`src/inc/power_mode_regs.svh`:
```
/*
 Register offsets, field positions, reset values and timing counts for the
 power-mode controller. Assumes a 32-bit AXI4-Lite word map.
*/
`ifndef POWER_MODE_REGS_SVH
`define POWER_MODE_REGS_SVH
`define OFS_POWER_CONTROL_REGISTER     12'h000
`define OFS_CONFIG        12'h004
`define OFS_CELL_CONTROL_REGISTER      12'h008
`define OFS_STATUS        12'h00c
`define BIT_CELL_EN       0
`define BIT_CURR_EN       1
`define BIT_REF_EN        2
`define BIT_COMP_EN       3
`define BIT_SLEEP_REQ     6
`define BIT_SLEEP_BLOCK   7
`define BIT_REF_LEVEL     0
`define POS_VOUT_SEL      4
`define RST_POWER_CONTROL_REGISTER     8'h00
`define RST_CONFIG        8'h00
`define RST_CELL_CONTROL_REGISTER      8'h00
`define VOUT_SEL_HALF     2'h2
`define VOUT_SEL_085      2'h3
`define CLK_MHZ           100
`define READY_TIME_US     2500
`define READY_CYCLES      (`READY_TIME_US * `CLK_MHZ)
`endif

```
`src/inc/power_mode_pkg.sv`:
```
/*
 Types for the power-mode controller. Assumes power_mode_regs.svh for numbers.
*/
package power_mode_pkg;
	typedef enum logic [2:0] {
		st_off      = 3'b000,
		st_run      = 3'b001,
		st_drain    = 3'b011,
		st_armed    = 3'b010,
		st_waking   = 3'b110
	} pmode_t;

	typedef struct packed {
		logic       sleep_block;
		logic       sleep_req;
		logic [1:0] spare;
		logic       comp_en;
		logic       ref_en;
		logic       curr_en;
		logic       cell_en;
	} power_control_register_t;

	typedef struct packed {
		logic       regulator_on;
		logic       rail_pulldown;
		logic       wake_armed;
		logic       cell_on;
		logic       curr_on;
		logic       ref_on;
		logic       comp_on;
		logic       ref_high;
		logic [1:0] vout_src;
	} analog_ctl_t;
endpackage : power_mode_pkg

```
`src/verilog/afe_power_mode_control.sv`:
```
/*
 Power-mode controller: brown-out/power-on tracking, standby enables, sleep
 with override and wake, reference and calibration source selection, and an
 AXI4-Lite register slave. Assumes battery, rail and wake comparators arrive
 as asynchronous level pins, and that the master keeps one write and one read
 outstanding at most.
*/
// Register access over AXI4-Lite and the placing of the registers were decided locally.
// What this block does
// Stay off until battery passes power-on level
// Run above shutdown level, shut down below while running; sleep states ignore the shutdown level
// Restart is full reset, high level if undrained
// Power-on reset restores all volatile defaults
// Host enables each analog function separately
// Sleep request disables everything, regulator too
// Pull rail down; arm wake once discharged
// Wake pin above threshold ends sleep
// Sleep block bit makes sleep request ignored
// Setting sleep block during sleep exits immediately
// Host waits ready time after wake
// Reference level bit picks 1.5 or 3 V
// Output source selects half or 0.85 reference
// Host applies factory trim itself
// Power control bits held, reset to zero; the sleep request bit is cleared on each return to run
`timescale 1ns/1ps
`include "power_mode_regs.svh"
module afe_power_mode_control
	import power_mode_pkg::*;
#(
	parameter int READY_CYCLES = `READY_CYCLES
) (
	input  wire logic        aclk,           // System clock
	input  wire logic        aresetn,        // Sync reset, active low
	input  wire logic        bat_above_por_lo, // Battery over low power-on level
	input  wire logic        bat_above_por_hi, // Battery over high power-on level
	input  wire logic        bat_above_shut, // Battery over shutdown level
	input  wire logic        bat_above_deep, // Battery over deep-discharge level
	input  wire logic        rail_discharged, // Regulated rail near zero
	input  wire logic        wake_above_thr, // Alert pin over wake threshold
	input  wire logic [11:0] s_axi_awaddr,   // Write address
	input  wire logic        s_axi_awvalid,  // Write address valid
	output logic             s_axi_awready,  // Write address ready
	input  wire logic [31:0] s_axi_wdata,    // Write data
	input  wire logic [3:0]  s_axi_wstrb,    // Write strobes
	input  wire logic        s_axi_wvalid,   // Write data valid
	output logic             s_axi_wready,   // Write data ready
	output logic [1:0]       s_axi_bresp,    // Write response
	output logic             s_axi_bvalid,   // Write response valid
	input  wire logic        s_axi_bready,   // Write response ready
	input  wire logic [11:0] s_axi_araddr,   // Read address
	input  wire logic        s_axi_arvalid,  // Read address valid
	output logic             s_axi_arready,  // Read address ready
	output logic [31:0]      s_axi_rdata,    // Read data
	output logic [1:0]       s_axi_rresp,    // Read response
	output logic             s_axi_rvalid,   // Read data valid
	input  wire logic        s_axi_rready,   // Read data ready
	output analog_ctl_t      analog_ctl,     // Analog control outputs
	output logic             device_on,      // Core operating
	output logic             host_ready      // Interface usable
);
	logic [5:0]  pins_s;
	logic        por_lo_s;
	logic        por_hi_s;
	logic        shut_s;
	logic        deep_s;
	logic        drained_s;
	logic        wake_s;
	pmode_t      mode_q;
	pmode_t      mode_d;
	logic        high_thr_q;
	power_control_register_t  pctl_q;
	logic [7:0]  cfg_q;
	logic [7:0]  cell_q;
	logic        aw_held_q;
	logic        w_held_q;
	logic [11:0] awaddr_q;
	logic [31:0] wdata_q;
	logic [3:0]  wstrb_q;
	logic        wr_fire;
	logic        wr_map;
	logic        rd_fire;
	logic        rd_map;
	logic [31:0] rd_word;
	logic        vol_reset;
	logic        enter_sleep;
	logic        leave_sleep;
	logic        wake_start;
	logic        timer_busy;
	logic        powered;

	// Every threshold pin is asynchronous to aclk
	pin_sync #(
		.W(6)
	) u_sync (
		.aclk    (aclk),
		.aresetn (aresetn),
		.async_in({wake_above_thr, rail_discharged, bat_above_deep,
			bat_above_shut, bat_above_por_hi, bat_above_por_lo}),
		.sync_out(pins_s)
	);

	assign por_lo_s  = pins_s[0];
	assign por_hi_s  = pins_s[1];
	assign shut_s    = pins_s[2];
	assign deep_s    = pins_s[3];
	assign drained_s = pins_s[4];
	assign wake_s    = pins_s[5];

	// Decode helper shared by write and read paths
	function automatic logic is_mapped(input logic [11:0] a);
		is_mapped = (a == `OFS_POWER_CONTROL_REGISTER) || (a == `OFS_CONFIG) ||
			(a == `OFS_CELL_CONTROL_REGISTER) || (a == `OFS_STATUS);
	endfunction : is_mapped

	// Sleep transitions; block bit wins over request
	assign enter_sleep = (mode_q == st_run) && pctl_q.sleep_req
		&& !pctl_q.sleep_block;                                  // see
	assign leave_sleep = ((mode_q == st_drain) || (mode_q == st_armed))
		&& pctl_q.sleep_block;
	assign wake_start  = (mode_d == st_run) && (mode_q != st_run);
	assign vol_reset   = (mode_q == st_off);                     // see

	// Mode sequencing
	always_comb
	begin
		mode_d = mode_q;
		case (mode_q)
			st_off:
				if (high_thr_q ? por_hi_s : por_lo_s)            // see
					mode_d = st_run;
			st_run:
				if (!shut_s)
					mode_d = st_off;
				else if (enter_sleep)
					mode_d = st_drain;
			st_drain:
				if (leave_sleep)
					mode_d = st_run;
				else if (drained_s)
					mode_d = st_armed;
			st_armed:
				if (leave_sleep)
					mode_d = st_run;
				else if (wake_s)
					mode_d = st_waking;
			st_waking:
				mode_d = st_run;
			default:
				mode_d = st_off;
		endcase
	end

	// Threshold choice: undrained battery after shutdown needs the high level
	always_ff @(posedge aclk)
	begin
		if (!aresetn)
			high_thr_q <= 1'b0;
		else if (mode_q == st_off && !deep_s)
			high_thr_q <= 1'b0;
		else if (mode_q == st_run && !shut_s)
			high_thr_q <= 1'b1;
	end

	always_ff @(posedge aclk)
	begin
		if (!aresetn)
			mode_q <= st_off;
		else
			mode_q <= mode_d;
	end

	// Post-wake interface ready window
	ready_timer #(
		.CYCLES(READY_CYCLES)
	) u_ready (
		.aclk   (aclk),
		.aresetn(aresetn),
		.start  (wake_start),
		.busy   (timer_busy)
	);

	assign powered    = (mode_q == st_run);
	assign device_on  = powered;
	assign host_ready = powered && !timer_busy;

	// Write channel capture, address and data in either order
	assign s_axi_awready = !aw_held_q && !s_axi_bvalid;
	assign s_axi_wready  = !w_held_q && !s_axi_bvalid;
	assign wr_fire       = aw_held_q && w_held_q && !s_axi_bvalid;
	assign wr_map        = is_mapped(awaddr_q) && (awaddr_q != `OFS_STATUS);

	always_ff @(posedge aclk)
	begin
		if (!aresetn)
		begin
			aw_held_q    <= 1'b0;
			w_held_q     <= 1'b0;
			awaddr_q     <= 12'h000;
			wdata_q      <= 32'h0;
			wstrb_q      <= 4'h0;
			s_axi_bvalid <= 1'b0;
			s_axi_bresp  <= 2'h0;
		end
		else
		begin
			if (s_axi_awvalid && s_axi_awready)
			begin
				aw_held_q <= 1'b1;
				awaddr_q  <= s_axi_awaddr;
			end
			if (s_axi_wvalid && s_axi_wready)
			begin
				w_held_q <= 1'b1;
				wdata_q  <= s_axi_wdata;
				wstrb_q  <= s_axi_wstrb;
			end
			if (wr_fire)
			begin
				aw_held_q    <= 1'b0;
				w_held_q     <= 1'b0;
				s_axi_bvalid <= 1'b1;
				s_axi_bresp  <= wr_map ? 2'h0 : 2'h2;
			end
			else if (s_axi_bvalid && s_axi_bready)
				s_axi_bvalid <= 1'b0;
		end
	end

	// Volatile registers; only the low byte lane carries fields
	always_ff @(posedge aclk)
	begin
		if (!aresetn || vol_reset)
		begin
			pctl_q <= power_control_register_t'(`RST_POWER_CONTROL_REGISTER);              // see
			cfg_q  <= `RST_CONFIG;
			cell_q <= `RST_CELL_CONTROL_REGISTER;
		end
		else
		begin
			if (wr_fire && wstrb_q[0] && awaddr_q == `OFS_POWER_CONTROL_REGISTER)
				pctl_q <= power_control_register_t'(wdata_q[7:0]);            // see
			else if (mode_d == st_run && mode_q != st_run)
				pctl_q.sleep_req <= 1'b0;                        // Avoid re-sleeping on wake
			if (wr_fire && wstrb_q[0] && awaddr_q == `OFS_CONFIG)
				cfg_q <= wdata_q[7:0];
			if (wr_fire && wstrb_q[0] && awaddr_q == `OFS_CELL_CONTROL_REGISTER)
				cell_q <= wdata_q[7:0];
		end
	end

	// Read path, data registered
	assign s_axi_arready = !s_axi_rvalid;
	assign rd_fire       = s_axi_arvalid && s_axi_arready;
	assign rd_map        = is_mapped(s_axi_araddr);
	assign rd_word       =
		(s_axi_araddr == `OFS_POWER_CONTROL_REGISTER) ? {24'h0, pctl_q} :
		(s_axi_araddr == `OFS_CONFIG)    ? {24'h0, cfg_q} :
		(s_axi_araddr == `OFS_CELL_CONTROL_REGISTER)  ? {24'h0, cell_q} :
		(s_axi_araddr == `OFS_STATUS)    ? {27'h0, timer_busy, high_thr_q, mode_q} :
		32'h0;

	always_ff @(posedge aclk)
	begin
		if (!aresetn)
		begin
			s_axi_rvalid <= 1'b0;
			s_axi_rdata  <= 32'h0;
			s_axi_rresp  <= 2'h0;
		end
		else if (rd_fire)
		begin
			s_axi_rvalid <= 1'b1;
			s_axi_rdata  <= rd_word;
			s_axi_rresp  <= rd_map ? 2'h0 : 2'h2;
		end
		else if (s_axi_rvalid && s_axi_rready)
			s_axi_rvalid <= 1'b0;
	end

	// Analog controls from registers; function enables and regulator dropped when not running, reference level and source follow their registers ungated
	always_ff @(posedge aclk)
	begin
		if (!aresetn)
			analog_ctl <= '0;
		else
		begin
			analog_ctl.regulator_on  <= powered;                 // see
			analog_ctl.rail_pulldown <= (mode_q == st_drain) || (mode_q == st_armed);
			analog_ctl.wake_armed    <= (mode_q == st_armed);
			analog_ctl.cell_on       <= powered && pctl_q.cell_en;
			analog_ctl.curr_on       <= powered && pctl_q.curr_en;
			analog_ctl.ref_on        <= powered && pctl_q.ref_en;
			analog_ctl.comp_on       <= powered && pctl_q.comp_en;
			analog_ctl.ref_high      <= cfg_q[`BIT_REF_LEVEL];
			analog_ctl.vout_src      <= cell_q[`POS_VOUT_SEL +: 2];
		end
	end
endmodule : afe_power_mode_control

```
`src/verilog/pin_sync.sv`:
```
/*
 Two-flop synchroniser for a bank of asynchronous level inputs.
 Assumes inputs are slow levels from comparators.
*/
`timescale 1ns/1ps
module pin_sync #(
	parameter int W = 4
) (
	input  wire logic         aclk,     // System clock
	input  wire logic         aresetn,  // Sync reset, active low
	input  wire logic [W-1:0] async_in, // Raw pin levels
	output logic      [W-1:0] sync_out  // Synchronised levels
);
	logic [W-1:0] meta_q;

	// First stage only feeds the second
	always_ff @(posedge aclk)
	begin
		if (!aresetn)
		begin
			meta_q   <= '0;
			sync_out <= '0;
		end
		else
		begin
			meta_q   <= async_in;
			sync_out <= meta_q;
		end
	end
endmodule : pin_sync

```
`src/verilog/ready_timer.sv`:
```
/*
 Down-counter that marks when the post-wake interface ready time has run out.
 Assumes start is a one-cycle pulse.
*/
`timescale 1ns/1ps
module ready_timer #(
	parameter int CYCLES = 250000
) (
	input  wire logic aclk,    // System clock
	input  wire logic aresetn, // Sync reset, active low
	input  wire logic start,   // Restart the wait
	output logic      busy     // High while waiting
);
	logic [31:0] cnt_q;

	// Load then count down to zero
	always_ff @(posedge aclk)
	begin
		if (!aresetn)
			cnt_q <= 32'h0;
		else if (start)
			cnt_q <= 32'(CYCLES);
		else if (cnt_q != 32'h0)
			cnt_q <= cnt_q - 32'h1;
	end

	assign busy = (cnt_q != 32'h0);
endmodule : ready_timer

```
`config.mk`:
```
export PLATFORM = sky130hd
export DESIGN_NAME = afe_power_mode_control
export DESIGN_NICKNAME = d
export VERILOG_FILES = /design/src/inc/power_mode_pkg.sv /design/src/verilog/afe_power_mode_control.sv /design/src/verilog/pin_sync.sv /design/src/verilog/ready_timer.sv
export VERILOG_INCLUDE_DIRS = /design/src /design/src/inc
export SDC_FILE = /design/constraint.sdc
export NUM_CORES = 1
export LEC_CHECK = 0
export BUFFER_PORTS_ARGS = -buffer_cell sky130_fd_sc_hd__buf_2
export CORE_UTILIZATION = 39
export DETAILED_ROUTE_END_ITERATION = 16
export GPL_ROUTABILITY_DRIVEN = 0
export GPL_TIMING_DRIVEN = 0
export PLACE_DENSITY = 0.6
export REMOVE_ABC_BUFFERS = 1
export SLEW_MARGIN = 20
export SYNTH_ARGS = -nofsm -noshare
export SYNTH_HDL_FRONTEND = slang
export SYNTH_SLANG_ARGS = --single-unit
```
`constraint.sdc`:
```
create_clock -name aclk -period 7.8 [get_ports aclk]
set_input_delay 1.56 -clock aclk [delete_from_list [all_inputs] [get_ports aclk]]
set_output_delay 1.56 -clock aclk [all_outputs]
set_load 0.02 [all_outputs]
```
# --- Yosys cells after proc, flatten, opt, wreduce, memory -nomap -nowiden ---
# Cells that the tools add are included.
totals:
  word_cells: 125
  input_bits: 73
  ff_bits: 143
op_classes:
  eq_ne: 13
  muxes: 23
  bitwise: 1
  addsub: 1
  n_reduce_logical: 53
op_table:
  columns: ["cell", "n"]
  rows:
  - ["12-bit by 4-bit equality test with 1-bit output, second input constant", 4]
  - ["18-bit two-way mux", 2]
  - ["32-bit nonzero test", 1]
  - ["32-bit by 1-bit subtractor with 32-bit output, second input constant", 1]
  - ["1-bit logical AND", 25]
  - ["12-bit by 3-bit equality test with 1-bit output, second input constant", 2]
  - ["12-bit zero test", 2]
  - ["8-bit two-way mux", 3]
  - ["3-bit two-way mux", 7]
  - ["3-bit one-hot mux with 5 select lines", 1]
  - ["12-bit by 4-bit != test with 1-bit output, second input constant", 1]
  - ["1-bit zero test", 9]
  - ["1-bit logical OR", 8]
  - ["2-bit nonzero test", 4]
  - ["1-bit two-way mux", 7]
  - ["3-bit by 1-bit equality test with 1-bit output, second input constant", 2]
  - ["3-bit by 2-bit equality test with 1-bit output, second input constant", 2]
  - ["2-bit OR reduction", 3]
  - ["5-bit two-way mux", 1]
  - ["2-bit two-way mux", 2]
  - ["3-bit equality test, second input constant", 1]
  - ["3-bit zero test", 1]
  - ["3-bit by 1-bit != test with 1-bit output, second input constant", 1]
  - ["1-bit NOT", 1]

# --- Logic depth before layout (Yosys ltp) ---
depth:
  depth_word: 10
  ltp_mapped: 8

# --- Hierarchy ---
# From an unflattened synthesis, not the netlist that was laid out.
hier_totals:
  cells_unflattened: 568
  hier_area_um2: 5114.9
by_module_without_submodules:
  columns: ["module", "n_inst", "seq_area_each_um2", "area_each_um2", "cells_each"]
  rows:
  - ["afe_power_mode_control", 1, 1461.4, 3139.3, 363]
  - ["ready_timer", 1, 640.6, 1639.1, 180]
  - ["pin_sync", 1, 240.2, 336.6, 25]

# --- Worst setup path before layout ---
# Ideal clock, no wire load.
synth_path:
  kind: "register to output"
  from: "reg u_ready.cnt_q[0]"
  to: "out host_ready"
  slack_ns: 3.966
  path_buffers: 1
  required_ns: 6.240
  arrival_ns: 2.274
  stages_incl_launch_ff: 8
  path_cell_list: "dfxtp_1 inv_1 ha_1 or3b_2 or4_1 buf_6 nor3_4 and2_1"
synth_via:
  elab_chain_cells: 3
synth_lines:
  columns: ["item", "line", "source"]
  rows:
  - ["from (decl)", "ready_timer.sv:14", "logic [31:0] cnt_q;"]
  - ["from (signal assigned)", "ready_timer.sv:22", "cnt_q <= 32'(CYCLES);"]
  - ["from (signal assigned)", "ready_timer.sv:24", "cnt_q <= cnt_q - 32'h1;"]
  - ["32-bit nonzero test", "ready_timer.sv:27", "assign busy = (cnt_q != 32'h0);"]
  - ["1-bit zero test", "afe_power_mode_control.sv:184", "assign host_ready = powered && !timer_busy;"]
  - ["1-bit logical AND", "afe_power_mode_control.sv:184", null]
  - ["to (decl)", "afe_power_mode_control.sv:59", "output logic host_ready"]
# No other way between the ends.

# --- Worst setup path after layout ---
# Same ends and word-level chain as after synthesis.

==> summary.txt <==
Synthesis
  – Post-synth ARST share: 0
  – Post-Syn Area: 4920 um^2
  – Post-synthesis sequential area ratio: 0.476
  – Unique masters post-synth: 52
  – Post-synth EDFFs: 0
  – Mapped Cells: 542
  – YS warnings: 0
  – Yosys reg bits: 117
  – Ys flop type: dfxtp_1
  – Synth Area per Inst: 9.08 um^2

Final layout
  – Final nets: 684
  – Layout cell share with drive strength beyond 1: 0.201
  – Antenna Cells: 0
  – Commonest non-fill, non-tap cell in the layout: dfxtp_1
  – Synth-to-layout area growth: 21.7%
  – Most frequent cells in the layout: dfxtp_1, buf_2, nand2_1, a21oi_1, nor2_1
  – Final std cells w/o fill: 791
  – Final instance area: 5990 um^2

Clock network
  – CTS tree: yes
  – Hold Buf Count CTS: 0
  – CTS Sinks: 117
  – Htree depth: 4
  – Root buf cell: clkbuf_16
  – CTS resizes: 0
  – Post-CTS Setup Inserts: 0
  – Clock Latency Late Sink: 0.41 ns
  – CTS Buf Count: 17
  – Clock buffer depth: 2
  – Clock transition at the registers of the reported paths: 0.05 ns

Worst setup path
  – R2R Setup Slk: 4.97 ns
  – CP Launch Type: flip-flop
  – Critical R2R Launch: u_ready.cnt_q[0]
  – WP data required: 6.24 ns
  – Slowest-stage cell, CP: or4_1
  – Worst path max stage delay: 0.75 ns
  – Worst EP arrival: 3.11 ns
  – Top Family by Delay on Critical Path: simple AND/OR/NAND/NOR gates
  – Worst R2R End: u_ready.cnt_q[11]
  – CP Cell Sequence: inv_1 > ha_1 > or3b_2 > or4_1 > nor3_4 > and2_1 > buf_2
  – Classification of the worst setup path: flip-flop to output pin
  – Crit Path Max Fanout: 10
  – R2R cell count: 7
  – Worst path bufs/invs: 2
  – CP endpoint kind: output pin

Hold path
  – Hold path start: u_sync.meta_q[2]
  – Hold Crit Endpoint: u_sync.sync_out[2]
  – Min-Delay Path Depth: 1
  – Path category of the worst min-delay check: flip-flop to flip-flop

Routing
  – Routed WL per cell: 13.3 um
  – Vias per inst: 4.99
  – Detail Route Antenna Nets: 0
  – Pre-antenna DRT Iters: 6
  – Vias post-DR: 3,951
  – DR iter-0 viols: 168
  – Drt drc: 0
  – Routed wire length: 10,500 um

Floorplanning
  – Core Area: 12,200 um^2
  – Die Ht: 114 um
  – Die area: 13,100 um^2
  – FP Rows: 40
  – Top-level port count: 126
  – Die W: 114 um
  – Initial Utilization: 0.405

Job
  – Max Cap Violations: 0

Place
  – Placed Area: 5360 um^2
  – Hpwl dp: 7380 um
  – Placed cell count: 759
  – IO Port Bufs: 72

Power and ir drop
  – Pwr dens: 365 nW/um^2
  – Switch Pwr: 735 uW
  – Int Power: 1.45 mW
  – Share of total power in combinational logic: 0.283
  – Peak supply drop: 0.193 mV
  – Clock share of power: 0.375
  – Static leakage: 2.39 nW
  – Reg power frac: 0.342
  – Sw Ratio: 0.336

Global route
  – Total Routing Usage GR: 0.172
  – Initial antenna violation count: 0
  – Largest net degree at the start of global routing: 43
  – GRT Residual Overflow: 0
  – First-pass GRT wire length: 17,500 um
  – Number of global-route vias before repair: 3,645

Timing
  – RSZ-0062 raised after global routing: no
  – Fin. Hold Viols: 0
  – Setup violators final: 0
  – Clock skew: 0.00742 ns
  – Fin Setup TNS: 0 ns
  – Max Fclk: 214 MHz
  – Final Cycle Share: 0.598
  – Max-slew violations: 0
  – Worst slew margin: 0.407
  – Worst-margin pin slew: 0.882 ns
  – Period minus WS final: 4.67 ns

Run status
  – Outcome: finished clean
[Yosys cell counts (2+ instances only)]
master    instances  area share
a21oi_1          51       0.052
mux2i_1          28       0.057
nand4_1           3      0.0038
and2_1           25       0.032
xor2_1            4      0.0071
inv_1             5      0.0038
dfxtp_1         117        0.48
nor2b_1           5      0.0064
o21ai_0          17       0.017
buf_4            26       0.040
and3b_1           2      0.0036
nand2b_1          3      0.0038
xnor2_1          11       0.020
nand3_1          10       0.010
a211oi_1          6      0.0092
or3_1            16       0.020
nor4_1           12       0.015
a31oi_1           7      0.0089
and3_1            3      0.0038
clkbuf_1         23       0.018
o41ai_1           4      0.0071
mux4_2            4       0.018
o311ai_1          2      0.0036
nor3_1            3      0.0031
nor2_1           50       0.038
or4_1            10       0.015
o31ai_1           4      0.0061
nand2_1          64       0.049
nor4_2            2      0.0051
nor3b_1           3      0.0046
[through the flow]
stage / power [mW] / hold slack [ns] / util / setup slack (ns)
CTS: 2.21 / 0.434 / 0.492 / 3.08
detailed placement: 1.37 / 0.419 / 0.440 / 3.52
finish: 2.19 / 0.428 / 0.492 / 3.13
global placement: 1.35 / 0.417 / 0.435 / 3.55
global route: 2.32 / 0.446 / 0.492 / 2.98
floorplan: 1.23 / 0.412 / - / 3.88
[layout make-up]
class,count,area (um^2)
timing repair buffer,75,387
clock inverter,12,174
multi-input combinational,393,2390
clock buffer,20,457
tap,168,210
sequential,117,2340
fill,1168,6170
inverter,6,23.8
[cell families after synthesis]
logic type,Yosys count,share of synthesized area
compound gates,98,0.120
xor+xnor,15,0.0267
fa+ha+maj,1,0.00254
buf+inv,57,0.0649
flops,117,0.476
mux,32,0.0753
other cells,1,0.000762
simple gates,221,0.233
[layer usage]
metal,GRT usage,vias up,part of all wire
li1,-,1997,-
met1,0.209,1845,0.47
met2,0.282,98,0.48
met3,0.0535,11,0.043
met4,0.0701,0,0.011
met5,0,-,0
[worst register-to-register path, cell delays in order, from the launching register on]
cell	delay, ns
dfxtp_1	0.32
inv_1	0.09
ha_1	0.19
or3b_2	0.51
or4_1	0.75
o31ai_4	0.55
or4b_2	0.22
a21oi_1	0.06
[state kept, by name, indices dropped and copies added (netlist names)]
| register | cells |
|---|---|
| analog_ctl | 10 |
| u_sync.sync_out | 6 |
| wstrb_q | 1 |
| u_ready.cnt_q | 32 |
| wdata_q | 8 |
| s_axi_rresp | 1 |
| mode_q | 3 |
| high_thr_q | 1 |
| s_axi_bvalid | 1 |
| awaddr_q | 12 |
| u_sync.meta_q | 6 |
| s_axi_rdata | 8 |
| s_axi_bresp | 1 |
| cfg_q | 8 |
| cell_q | 8 |
| aw_held_q | 1 |
| pctl_q | 8 |
| w_held_q | 1 |
| s_axi_rvalid | 1 |
[power groups by stage]
stage / combinational (mW) / clock, mW / sequential, mW
floorplan: 0.487 / 0 / 0.742
global placement: 0.600 / 0 / 0.752
detailed placement: 0.614 / 0 / 0.759
CTS: 0.619 / 0.841 / 0.747
global route: 0.693 / 0.867 / 0.761
finish: 0.618 / 0.821 / 0.749
[worst max-delay path by stage]
stage,endpoint,depth (start not counted),from
after floorplan,host_ready,6,u_ready.cnt_q[0]
after global placement,host_ready,7,u_ready.cnt_q[0]
after detailed placement,host_ready,7,u_ready.cnt_q[0]
after CTS,host_ready,7,u_ready.cnt_q[0]
after global routing,host_ready,7,u_ready.cnt_q[0]
final,host_ready,7,u_ready.cnt_q[0]
Power figures use the tool's default switching activity.
